<file path="src/verilog/slcd_defs.svh">
// Constants of the segment display memory and driver block.
`ifndef SLCD_DEFS_SVH
`define SLCD_DEFS_SVH

// ----------------------------------------------------------------------------
// Register indices, byte address is four times the index
// ----------------------------------------------------------------------------
`define SLCD_IDX_BANK       7'h04
`define SLCD_IDX_DISP_FIRST 7'h40
`define SLCD_IDX_DISP_LAST  7'h53
`define SLCD_IDX_STATUS     7'h7F
`define SLCD_ADR_IDX_HI     8
`define SLCD_ADR_IDX_LO     2
`define SLCD_ADR_INDIRECT   9
`define SLCD_BANK_RESET     8'h00
`define SLCD_BANK_DISP      1'b1
`define SLCD_BANK_BIT       0

// ----------------------------------------------------------------------------
// Geometry and timing
// ----------------------------------------------------------------------------
`define SLCD_SEGS           20
`define SLCD_COM_PINS       3
`define SLCD_COMMONS_DEF    3
`define SLCD_CLK_HZ         40000000
`define SLCD_OSC_HZ         32768
`define SLCD_OSC_DIV        128
`define SLCD_STEP_CYCLES    (`SLCD_CLK_HZ / (`SLCD_OSC_HZ / `SLCD_OSC_DIV))

// ----------------------------------------------------------------------------
// Drive level codes, in steps of the bias fraction of the panel voltage
// ----------------------------------------------------------------------------
`define SLCD_LVL_GND        2'h0
`define SLCD_LVL_ONE        2'h1
`define SLCD_LVL_TWO        2'h2
`define SLCD_LVL_THREE      2'h3

`endif

</file>
<file path="src/verilog/slcd_pkg.sv">
// Types shared by the segment display driver modules.
package slcd_pkg;

	typedef enum logic [1:0]
	{
		SLCD_BUS_IDLE = 2'b00,
		SLCD_BUS_ACK  = 2'b01
	} slcd_bus_e;

	typedef logic [1:0] slcd_lvl_t;
	typedef logic [1:0] slcd_com_t;
	typedef logic [3:0] slcd_nib_t;

endpackage : slcd_pkg

</file>
<file path="src/verilog/slcd_frame_if.sv">
// Frame timing carried from the frame generator to the driver.
`timescale 1ns/10ps
interface slcd_frame_if;
	logic                step;
	slcd_pkg::slcd_com_t com_idx;
	logic                phase;

	modport gen (output step, output com_idx, output phase);
	modport drv (input step, input com_idx, input phase);
endinterface : slcd_frame_if

</file>
<file path="src/verilog/slcd_frame_gen.sv">
// Frame timing generator: common stepping and drive phase.
`timescale 1ns/10ps
`include "slcd_defs.svh"
module slcd_frame_gen
#(
	parameter int COMMONS     = `SLCD_COMMONS_DEF,
	parameter int STEP_CYCLES = `SLCD_STEP_CYCLES
)
(
	input wire logic clk_sys,
	input wire logic reset,
	input wire logic ce,
	slcd_frame_if.gen frm
);
	import slcd_pkg::*;

	logic [31:0] div_reg;

	// ------------------------------------------------------------------------
	// Oscillator divider
	// ------------------------------------------------------------------------
	// One step per divided oscillator period; the count is a parameter so a
	// simulation can shorten the frame.
	always_ff @(posedge clk_sys)
	begin
		if (reset)
		begin
			div_reg  <= '0;
			frm.step <= 1'b0;
		end
		else if (ce)
		begin
			if (div_reg == 32'(STEP_CYCLES - 1))
			begin
				div_reg  <= '0;
				frm.step <= 1'b1;
			end
			else
			begin
				div_reg  <= div_reg + 32'd1;
				frm.step <= 1'b0;
			end
		end
	end

	// ------------------------------------------------------------------------
	// Common scan and phase
	// ------------------------------------------------------------------------
	// The phase flips after every full scan, so each pin spends as long at
	// one polarity as at the other and the panel sees no mean DC.
	always_ff @(posedge clk_sys)
	begin
		if (reset)
		begin
			frm.com_idx <= '0;
			frm.phase   <= 1'b0;
		end
		else if (ce && frm.step)
		begin
			if (frm.com_idx == slcd_com_t'(COMMONS - 1))
			begin
				frm.com_idx <= '0;
				frm.phase   <= ~frm.phase;
			end
			else
			begin
				frm.com_idx <= frm.com_idx + slcd_com_t'(1);
			end
		end
	end

endmodule : slcd_frame_gen

</file>
<file path="src/verilog/slcd_driver.sv">
// Segment display memory with Wishbone access and panel waveform driver.
//
// Local design decision: the Wishbone slave port.
`timescale 1ns/10ps
`include "slcd_defs.svh"
module slcd_driver
#(
	parameter int COMMONS         = `SLCD_COMMONS_DEF,
	parameter bit OFF_IN_HALT     = 1'b0,
	parameter int STEP_CYCLES     = `SLCD_STEP_CYCLES
)
(
	input  wire logic        clk_sys,
	input  wire logic        reset,
	input  wire logic        ce,
	input  wire logic        halt,
	input  wire logic        wb_cyc,
	input  wire logic        wb_stb,
	input  wire logic        wb_we,
	input  wire logic [9:0]  wb_adr,
	input  wire logic [3:0]  wb_sel,
	input  wire logic [31:0] wb_dat_w,
	output logic      [31:0] wb_dat_r,
	output logic             wb_ack,
	output logic [2*`SLCD_SEGS-1:0]    seg_level,
	output logic [2*`SLCD_COM_PINS-1:0] com_level,
	output slcd_pkg::slcd_nib_t status
);
	import slcd_pkg::*;

	localparam bit FOUR_COM = (COMMONS == 4);

	slcd_frame_if frm ();

	slcd_bus_e   bus_reg;
	logic [7:0]  bank_reg;
	slcd_nib_t   disp_mem [`SLCD_SEGS];
	logic [6:0]  idx;
	logic        indirect;
	logic        active;

	// ------------------------------------------------------------------------
	// Helper functions
	// ------------------------------------------------------------------------
	// True when an access lands in the display memory.
	function automatic logic is_disp(input logic [6:0] a, input logic ind,
		input logic bank);
		logic hit;
		hit = ind && (bank == `SLCD_BANK_DISP) &&
			(a >= `SLCD_IDX_DISP_FIRST) && (a <= `SLCD_IDX_DISP_LAST);
		if (FOUR_COM && (a == `SLCD_IDX_DISP_LAST))
			hit = 1'b0;
		return hit;
	endfunction : is_disp

	// Segment level for one phase: an on segment sits opposite the selected
	// common, an off segment matches it at 1/2 bias and sits one bias step away at 1/3.
	function automatic slcd_lvl_t seg_lvl(input logic on, input logic ph);
		slcd_lvl_t l;
		l = `SLCD_LVL_GND;
		if (FOUR_COM)
			l = ph ? (on ? `SLCD_LVL_THREE : `SLCD_LVL_ONE)
				: (on ? `SLCD_LVL_GND : `SLCD_LVL_TWO);
		else
			l = (on ^ ph) ? `SLCD_LVL_GND : `SLCD_LVL_TWO;
		return l;
	endfunction : seg_lvl

	// Common level for one phase, selected or resting.
	function automatic slcd_lvl_t com_lvl(input logic sel, input logic ph);
		slcd_lvl_t l;
		l = `SLCD_LVL_ONE;
		if (sel)
			l = ph ? `SLCD_LVL_GND : (FOUR_COM ? `SLCD_LVL_THREE
				: `SLCD_LVL_TWO);
		else if (FOUR_COM)
			l = ph ? `SLCD_LVL_TWO : `SLCD_LVL_ONE;
		return l;
	endfunction : com_lvl

	assign idx      = wb_adr[`SLCD_ADR_IDX_HI:`SLCD_ADR_IDX_LO];
	assign indirect = wb_adr[`SLCD_ADR_INDIRECT];
	assign active   = !(OFF_IN_HALT && halt);

	// ------------------------------------------------------------------------
	// Frame timing
	// ------------------------------------------------------------------------
	slcd_frame_gen
	#(
		.COMMONS     (COMMONS),
		.STEP_CYCLES (STEP_CYCLES)
	)
	u_frame
	(
		.clk_sys (clk_sys),
		.reset   (reset),
		.ce      (ce),
		.frm     (frm.gen)
	);

	// ------------------------------------------------------------------------
	// Wishbone slave
	// ------------------------------------------------------------------------
	// Ack comes one cycle after the request is seen and drops the cycle after;
	// a write lands on the edge where the master samples the ack.
	always_ff @(posedge clk_sys)
	begin
		if (reset)
		begin
			bus_reg  <= SLCD_BUS_IDLE;
			wb_ack   <= 1'b0;
			wb_dat_r <= '0;
		end
		else if (ce)
		begin
			case (bus_reg)
				SLCD_BUS_IDLE:
				begin
					if (wb_cyc && wb_stb)
					begin
						bus_reg  <= SLCD_BUS_ACK;
						wb_ack   <= 1'b1;
						wb_dat_r <= '0;
						if (idx == `SLCD_IDX_BANK)
							wb_dat_r[7:0] <= bank_reg;
						else if (idx == `SLCD_IDX_STATUS)
							wb_dat_r[3:0] <= status;
						else if (is_disp(idx, indirect,
							bank_reg[`SLCD_BANK_BIT]))
							wb_dat_r[3:0] <= disp_mem[5'(idx
								- `SLCD_IDX_DISP_FIRST)];
					end
				end
				SLCD_BUS_ACK:
				begin
					bus_reg <= SLCD_BUS_IDLE;
					wb_ack  <= 1'b0;
				end
				default:
				begin
					bus_reg <= SLCD_BUS_IDLE;
					wb_ack  <= 1'b0;
				end
			endcase
		end
	end

	// ------------------------------------------------------------------------
	// Bank select register
	// ------------------------------------------------------------------------
	always_ff @(posedge clk_sys)
	begin
		if (reset)
			bank_reg <= `SLCD_BANK_RESET;
		else if (ce && wb_ack && wb_cyc && wb_stb && wb_we && wb_sel[0]
			&& (idx == `SLCD_IDX_BANK))
			bank_reg <= wb_dat_w[7:0];
	end

	// ------------------------------------------------------------------------
	// Display memory
	// ------------------------------------------------------------------------
	// Left out of reset on purpose: like the RAM it models, its contents are
	// unknown until software fills it.
	always_ff @(posedge clk_sys)
	begin
		if (ce && wb_ack && wb_cyc && wb_stb && wb_we && wb_sel[0]
			&& is_disp(idx, indirect, bank_reg[`SLCD_BANK_BIT]))
			disp_mem[5'(idx - `SLCD_IDX_DISP_FIRST)] <= wb_dat_w[3:0];
	end

	// ------------------------------------------------------------------------
	// Segment waveforms
	// ------------------------------------------------------------------------
	// Levels are rebuilt every enabled cycle straight from memory, so a write
	// shows on the panel without any core action.
	always_ff @(posedge clk_sys)
	begin
		if (reset)
			seg_level <= '0;
		else if (ce)
		begin
			for (int s = 0; s < `SLCD_SEGS; s++)
			begin
				if (!active)
					seg_level[2*s +: 2] <= `SLCD_LVL_GND;
				else if (FOUR_COM && (s == `SLCD_SEGS - 1))
					seg_level[2*s +: 2] <= com_lvl(
						frm.com_idx == 2'd3, frm.phase);
				else
					seg_level[2*s +: 2] <= seg_lvl(
						disp_mem[s][frm.com_idx], frm.phase);
			end
		end
	end

	// ------------------------------------------------------------------------
	// Common waveforms
	// ------------------------------------------------------------------------
	// Commons beyond the chosen count rest at ground.
	always_ff @(posedge clk_sys)
	begin
		if (reset)
			com_level <= '0;
		else if (ce)
		begin
			for (int c = 0; c < `SLCD_COM_PINS; c++)
			begin
				if (!active || (c >= COMMONS))
					com_level[2*c +: 2] <= `SLCD_LVL_GND;
				else
					com_level[2*c +: 2] <= com_lvl(
						frm.com_idx == 2'(c), frm.phase);
			end
		end
	end

	// ------------------------------------------------------------------------
	// Status
	// ------------------------------------------------------------------------
	always_ff @(posedge clk_sys)
	begin
		if (reset)
			status <= '0;
		else if (ce)
			status <= {active, frm.phase, frm.com_idx};
	end

endmodule : slcd_driver

</file>
<file path="config.mk">
export PLATFORM = sky130hd
export DESIGN_NAME = slcd_driver
export DESIGN_NICKNAME = d
export VERILOG_FILES = /design/src/verilog/slcd_pkg.sv /design/src/verilog/slcd_frame_if.sv /design/src/verilog/slcd_frame_gen.sv /design/src/verilog/slcd_driver.sv
export VERILOG_INCLUDE_DIRS = /design/src /design/src/verilog
export SDC_FILE = /design/constraint.sdc
export NUM_CORES = 1
export LEC_CHECK = 0
export ABC_CLOCK_PERIOD_IN_PS = 2200
export BUFFER_PORTS_ARGS = -buffer_cell sky130_fd_sc_hd__buf_2
export CAP_MARGIN = 20
export CORE_ASPECT_RATIO = 1.4
export CORE_MARGIN = 5
export CORE_UTILIZATION = 30
export DETAILED_ROUTE_END_ITERATION = 8
export GPL_TIMING_DRIVEN = 1
export PLACE_DENSITY_LB_ADDON = 0.1
export SLEW_MARGIN = 40
export SYNTH_ARGS = -nofsm -noshare
export SYNTH_HDL_FRONTEND = slang
export SYNTH_HIERARCHICAL = 1
export SYNTH_SLANG_ARGS = --single-unit
</file>
<file path="constraint.sdc">
create_clock -name clk_sys -period 2.2 [get_ports clk_sys]
set_input_delay 0.44 -clock clk_sys [delete_from_list [all_inputs] [get_ports clk_sys]]
set_output_delay 0.44 -clock clk_sys [all_outputs]
set_load 0.05 [all_outputs]
</file>
---- After elaboration in Yosys (flattened, before gate mapping) ----
Memory sizes are Yosys's and may differ from the RTL's.
Index checks and enable logic that the tools add are counted.
word-level totals
  memories ................................ 1
  flip-flop bits (word level) ............. 105
  RAM bits ................................ 80
  bits of input ports ..................... 53
  output and inout bits ................... 83
memories
  memory    depth  bits a word  read ports  clocked after memory_dff  write ports  RTL line           text
  disp_mem  20     4            21          0                         1            slcd_driver.sv:37  slcd_nib_t disp_mem [`SLCD_SEGS];
operators by class
  add/subtract/negate cells ............... 3
  order comparisons ....................... 3
  reduce and logical (&&, ||, !) cells .... 17
  multiplexer cells ....................... 77
  eq/ne operators ......................... 6
  bitwise gates (word level) .............. 21
operators with widths
  kind                   count
  $mux 2                 27
  $bmux 1 s2             20
  $add 32x1->32 const B  1
  $eq 32x18->1 const B   1
  $mux 32                1
  $mux 1                 25
  $xor 1x1->1            20
  $mux 4                 4
  $logic_and 1x1->1      12
  $eq 7x3->1 const B     1
  $eq 7x7->1 const B     1
  $ge 7x7->1 const B     1
  $le 7x7->1 const B     1
  $sub 5x1->5 const B    1
  $logic_not 2->1        2
  $reduce_and 2->1       2
  $lt 2x3->1 const B     1
  $reduce_and 3->1       1
  $add 2x1->2 const B    1
  $eq 2x1->1 const B     1
  $eq 2x2->1 const B     1
  $ne 2x2->1 const B     1
  $not 1->1              1

---- Longest topological paths before layout ----
  word-level depth ........................ 8
  mapped depth ............................ 9

---- Modules after synthesis ----
The synthesis kept the hierarchy.
by module, submodules not included
  module          times used  area an instance (µm²)  sequential area each (µm²)  cells each
  slcd_driver     1           6754.0                  3943.8                      475
  slcd_frame_gen  1           1767.9                  720.7                       209

---- Worst setup path after synthesis ----
Ideal clock, no wire load.
  kind .................................... input-to-reg
  start point ............................. in wb_adr[5]
  end point ............................... mem disp_mem[17][0] (netlist bit), enable pin
  arrival time ............................ 1883 ps
  setup time .............................. 361 ps
  required time ........................... 1839 ps
  setup slack ............................. -44 ps
  stages .................................. 6
  buffers on the path ..................... 1
  cells stage by stage .................... clkbuf_1 > or2_2 > a21o_1 > nor4_1 > nand2_1 > nor3_1
between the ends
  word-level cells in the longest chain between the ends .. 6
  elaborated cells between the ends (all ways) .. 8
  classes of those cells .................. add/sub (1); order compare (2); mux (2); reduce/logical (3)
ends and longest elaborated chain
  item                             RTL line            text
  from (decl)                      slcd_driver.sv:20   input wire logic [9:0] wb_adr,
  $ge 7x7->1 (no line)             --
  $logic_and 1x1->1 (2 in series)  slcd_driver.sv:49   hit = ind && (bank == `SLCD_BANK_DISP) &&
  $logic_and 1x1->1                slcd_driver.sv:167  if (ce && wb_ack && wb_cyc && wb_stb && wb_we && wb_sel[0]
  $mux 1                           slcd_driver.sv:167
  $mux 1                           slcd_driver.sv:169  disp_mem[5'(idx - `SLCD_IDX_DISP_FIRST)] <= wb_dat_w[3:0];
  to (decl)                        slcd_driver.sv:37
Parallel ways exist; a longest one is shown, timed or not.

---- Worst setup path in the final report ----
  start point ............................. reg u_frame.div_reg[0]
  end point ............................... reg u_frame.div_reg[24]
between the ends
  word-level cells in the longest chain between the ends .. 2
  elaborated cells between the ends (all ways) .. 3
  classes of those cells .................. add/sub (1); eq/ne (1); mux (1)
ends and longest elaborated chain
  item                                           RTL line                                    text
  from (decl)                                    slcd_frame_gen.sv:17                        logic [31:0] div_reg;
  from (signal assigned)                         slcd_frame_gen.sv:40                        div_reg <= div_reg + 32'd1;
  $add 32x1->32 or $eq 32x18->1 (tied branches)  slcd_frame_gen.sv:40, slcd_frame_gen.sv:33
  $mux 32 *                                      slcd_frame_gen.sv:33                        if (div_reg == 32'(STEP_CYCLES - 1))
Mark *: on every way between the ends. The rest lies on a longest branch, timed or not.
A chain may end at the register's enable or synchronous reset.

==> Implementation_results.wiki <==
{| class="wikitable"
! Metric !! Value
|-
| Run status || finished, final reports clean
|-
| Fillers || 2,774
|-
| All-layer global routing usage || roughly 14%
|-
| Clk_lat worst skew || 0.43 ns
|-
| WP data required || 2.56 ns
|-
| Area of the multi-input gates || approximately 0.0035 sq mm
|-
| Category of the worst setup path launch point || flip-flop
|-
| Capturing point of the worst reg2reg path || u_frame/div_reg[24]
|-
| Crit path buffers/inverters || 1
|-
| Final-report setup violation count || 0
|-
| Reg2Reg Setup Slack || 0.12 ns
|-
| Max Buffers Root-to-Sink || 2
|-
| Number of antenna violations at the first check in global routing || 1
|-
| Synthesis Warnings || 6
|-
| Hpwl dp || 17,300 um
|-
| Leak pwr || around 3.6 nW
|-
| Die extent in x || 152 um
|-
| Global-route wire length before repair || about 36,000 um
|-
| Sum of negative setup slack || 0 ns
|-
| Relative contribution of sequential cells to total power || 50.9%
|-
| Min-delay src || wb_dat_w[7]
|-
| Depth of the critical timing path with buffers and inverters included || 6
|-
| Worst Setup Path Type || reg -> reg
|-
| Total number of H-tree levels || 4
|-
| Crit path capture type || flip-flop
|-
| Post-route cell area || approximately 0.010 sq mm
|-
| Power dissipated by switching net loads || 1.82 mW
|-
| Switching share of power || between 20% and 30%
|-
| Cell area after placement || 0.00964 sq mm
|-
| Post-detailed-route wirelength per cell || 19.0 um
|-
| Clock slew seen by the registers of the worst setup and hold paths || 0.07 ns
|-
| Number of buffers created by CTS || 17
|-
| Achievable clock frequency || 0.482 GHz
|-
| Number of vias in the routed layout || 5,752
|-
| Setup Fix Bufs, Post-CTS || 0
|-
| Peak fanout along the critical path || 18
|-
| Max reg flops || 100
|-
| Internal power summed over all cells || 5.42 mW
|-
| Number of gates resized after cts || 0
|-
| Worst-case setup slack after placement || -0.192 ns
|-
| R2r worst-path depth || 6
|-
| Max-capacitance violation count || 0
|-
| Gate power share || 9.0%
|-
| First-pass detailed-route iteration total || 5
|-
| Last weighted congestion value of the routability-driven placer || 0.791
|-
| Cell area after technology mapping || 0.00852 sq mm
|-
| Floorplan Core Area || 0.0282 sq mm
|-
| Post-layout nets || 873
|-
| GRT Residual Overflow || 0
|-
| Unrepaired setup endpoints after global routing || no
|-
| Count of pins on the block boundary || 136
|-
| Most Frequent Cell on Critical Path || sky130_fd_sc_hd__or4_1
|-
| Post-route DRC violation count || 0
|-
| Proportion of layout cells with a drive suffix above 1 || between 20% and 30%
|-
| Synthesized area per cell || 12.5 sq um
|-
| Cell count after synthesis || 684
|-
| Longest individual stage delay on the worst path || 0.52 ns
|-
| Slowest library cell on the worst path || sky130_fd_sc_hd__or4_1
|-
| Seq cells post-synth || roughly 180
|-
| Minimum clock period after layout || 2.08 ns
|-
| Final Util || 36.1%
|-
| Flip-flop and latch area || 0.00466 sq mm
|-
| Hold-fix buffers at CTS || 0
|-
| Die area || 0.0319 sq mm
|-
| Number of rows created at floorplan || 73
|-
| Cell family with most CP delay || simple AND/OR/NAND/NOR gates
|-
| Signal arrival time at the worst endpoint || 2.44 ns
|-
| Share of async-settable or async-resettable flops after synthesis || 0%
|-
| Setup skew after layout || roughly 0.0078 ns
|-
| Worst slew margin relative to its limit || 53.5%
|-
| Number of clock sinks seen by CTS || 183
|-
| Final wirelength || 22,900 um
|-
| Worst path cell trace || ha_1, nand3_2, or4_1, buf_4, or4_1, a21oi_1
|-
| Transition time at the pin with the least slew margin || around 0.70 ns
|-
| PwrDens || 710 mW/mm^2
|-
| RR Startpoint || u_frame/div_reg[0]
|-
| EDFF count, synth || 100
|-
| Number of design-rule violations left by the first detailed-router iteration || between 200 and 250
|-
| Number of vias per cell after detailed routing || between 4 and 5
|-
| Min-delay worst type || in -> reg
|-
| Distinct cell type count of the synthesized netlist || 57
|-
| DRT antenna net count || 0
|-
| Clock root buffer || sky130_fd_sc_hd__clkbuf_16
|-
| Initial standard-cell utilization of the core || a little under a third
|-
| Fin crit share || 94.4%
|-
| Worst Hold End || bank_reg[7]
|-
| Synth Flop Type || sky130_fd_sc_hd__edfxtp_1
|-
| Clock network fraction of design power || 40.1%
|-
| Area growth syn-to-layout || 19.6%
|-
| Hold path depth || 3
|-
| Largest net degree at the start of global routing || 34
|-
| Highest ir drop seen on vdd || 0.335 mV
|-
| Fraction of the yosys area taken by sequential cells || 54.7%
|-
| TritonCTS clock tree || yes
|-
| Port Buf Inserts || 61
|-
| Number of global-route vias before repair || ~6,000
|-
| Min setup slack post-route || about 0.12 ns
|-
| Chip height || roughly 210 um
|-
| Hold violation total from the final report || 0
|-
| Number of max-slew violations in the final report || 0
|}
[final cells by class]
class | count | share of cell area [%]
Antenna cell | 1 | 0.0245
Clock buffer | 19 | 4.34
Clock inverter | 13 | 1.06
Inverter | 12 | 0.442
Multi-Input combinational cell | 466 | 34.6
Sequential cell | 183 | 45.8
Tap cell | 375 | 4.60
Timing Repair Buffer | 138 | 9.16
[logic make-up after synthesis]
family                     synth area share (%)
AOI/OAI and AO/OA                          6.09
xor gates and xnor gates                   3.29
adders and majority gates                 0.294
buffers and inverters                      6.72
DFF                                        54.7
muxes                                      16.0
other                                    0.0440
and+or+nand+nor                            12.8
[stage by stage]
stage	power (mW)	hold slack, ns	std cells
floorplan	4.28	0.439	747
CTS	7.33	0.236	1206
global route	7.52	0.244	1206
finish	7.24	0.253	1207
detailed placement	4.42	0.471	1174
global placement	4.42	0.472	1174
[power by group through the flow]
stage          sequential [mW]  clock, mW  combinational, mW
3_3_place_gp              3.76          0              0.655
4_1_cts                   3.69       2.98              0.660
5_1_grt                   3.69       3.14              0.695
6_report                  3.69       2.90              0.653
3_5_place_dp              3.76          0              0.659
2_1_floorplan             3.84          0              0.439
[worst max path at each step]
stage	slack [ns]	end	start
6_report	0.12	u_frame/div_reg[24]	u_frame/div_reg[0]
3_3_place_gp	-0.16	wb_dat_r[2]	wb_adr[2]
2_1_floorplan	0.07	disp_mem[13][0]	wb_adr[5]
3_5_place_dp	-0.19	wb_dat_r[2]	wb_adr[2]
5_1_grt	0.04	u_frame/div_reg[24]	u_frame/div_reg[0]
4_1_cts	0.1	u_frame/div_reg[24]	u_frame/div_reg[0]
[tightest hold or removal path, cell delays in order]
cell,delay [ns]
sky130_fd_sc_hd__buf_2,0.08
sky130_fd_sc_hd__mux2i_1,0.06
sky130_fd_sc_hd__nor2_1,0.07
[layer usage]
| metal | global-route usage, % | wire [um] | vias up |
|---|---|---|---|
| li1 | - | - | 2721 |
| met1 | 16.6 | 9190 | 2903 |
| met2 | 27.0 | 12700 | 103 |
| met3 | 2.68 | 703 | 25 |
| met4 | 4.43 | 381 | 0 |
| met5 | 0 | 0 | - |
[Yosys cell counts (all sizes together), types with 14 or more instances]
library cell | instances | area [sq um]
a21oi | 30 | 150
or4 | 15 | 116
mux2i | 32 | 320
mux4 | 45 | 1010
buf | 67 | 457
nand3 | 14 | 80.1
nand2 | 19 | 71.3
dfxtp | 83 | 1660
clkbuf | 19 | 71.3
edfxtp | 100 | 3000
nor2 | 92 | 345
xnor2 | 29 | 254
[cells in the final DEF, fill, tap and decap left out, types with 3 or more instances in the layout]
| master | Yosys | routed |
|---|---|---|
| sky130_fd_sc_hd__nor2_1 | 92 | 92 |
| sky130_fd_sc_hd__dfxtp_1 | 83 | 83 |
| sky130_fd_sc_hd__edfxtp_1 | 100 | 100 |
| sky130_fd_sc_hd__or3_1 | 9 | 9 |
| sky130_fd_sc_hd__or2_2 | 3 | 3 |
| sky130_fd_sc_hd__clkbuf_16 | 0 | 17 |
| sky130_fd_sc_hd__xor2_1 | 3 | 3 |
| sky130_fd_sc_hd__xnor2_1 | 29 | 29 |
| sky130_fd_sc_hd__nor3b_1 | 3 | 3 |
| sky130_fd_sc_hd__or4_1 | 14 | 14 |
| sky130_fd_sc_hd__nand4_1 | 10 | 10 |
| sky130_fd_sc_hd__inv_1 | 12 | 15 |
| sky130_fd_sc_hd__and4_1 | 3 | 3 |
| sky130_fd_sc_hd__buf_2 | 11 | 61 |
| sky130_fd_sc_hd__o21ai_0 | 12 | 12 |
| sky130_fd_sc_hd__o31ai_1 | 9 | 9 |
| sky130_fd_sc_hd__mux2i_1 | 32 | 32 |
| sky130_fd_sc_hd__clkinvlp_4 | 0 | 3 |
| sky130_fd_sc_hd__nor3_1 | 12 | 11 |
| sky130_fd_sc_hd__mux2_2 | 3 | 3 |
| sky130_fd_sc_hd__buf_4 | 47 | 73 |
| sky130_fd_sc_hd__conb_1 | 1 | 64 |
| sky130_fd_sc_hd__nand2_1 | 19 | 19 |
| sky130_fd_sc_hd__buf_12 | 0 | 4 |
| sky130_fd_sc_hd__o22ai_1 | 3 | 3 |
| sky130_fd_sc_hd__a211oi_1 | 3 | 3 |
| sky130_fd_sc_hd__mux4_2 | 45 | 45 |
| sky130_fd_sc_hd__a21oi_1 | 30 | 30 |
| sky130_fd_sc_hd__nand2b_1 | 6 | 6 |
| sky130_fd_sc_hd__nor4_1 | 10 | 10 |
| sky130_fd_sc_hd__nand3_1 | 12 | 12 |
| sky130_fd_sc_hd__a22oi_1 | 4 | 4 |
(Power assumes the default switching activity.)
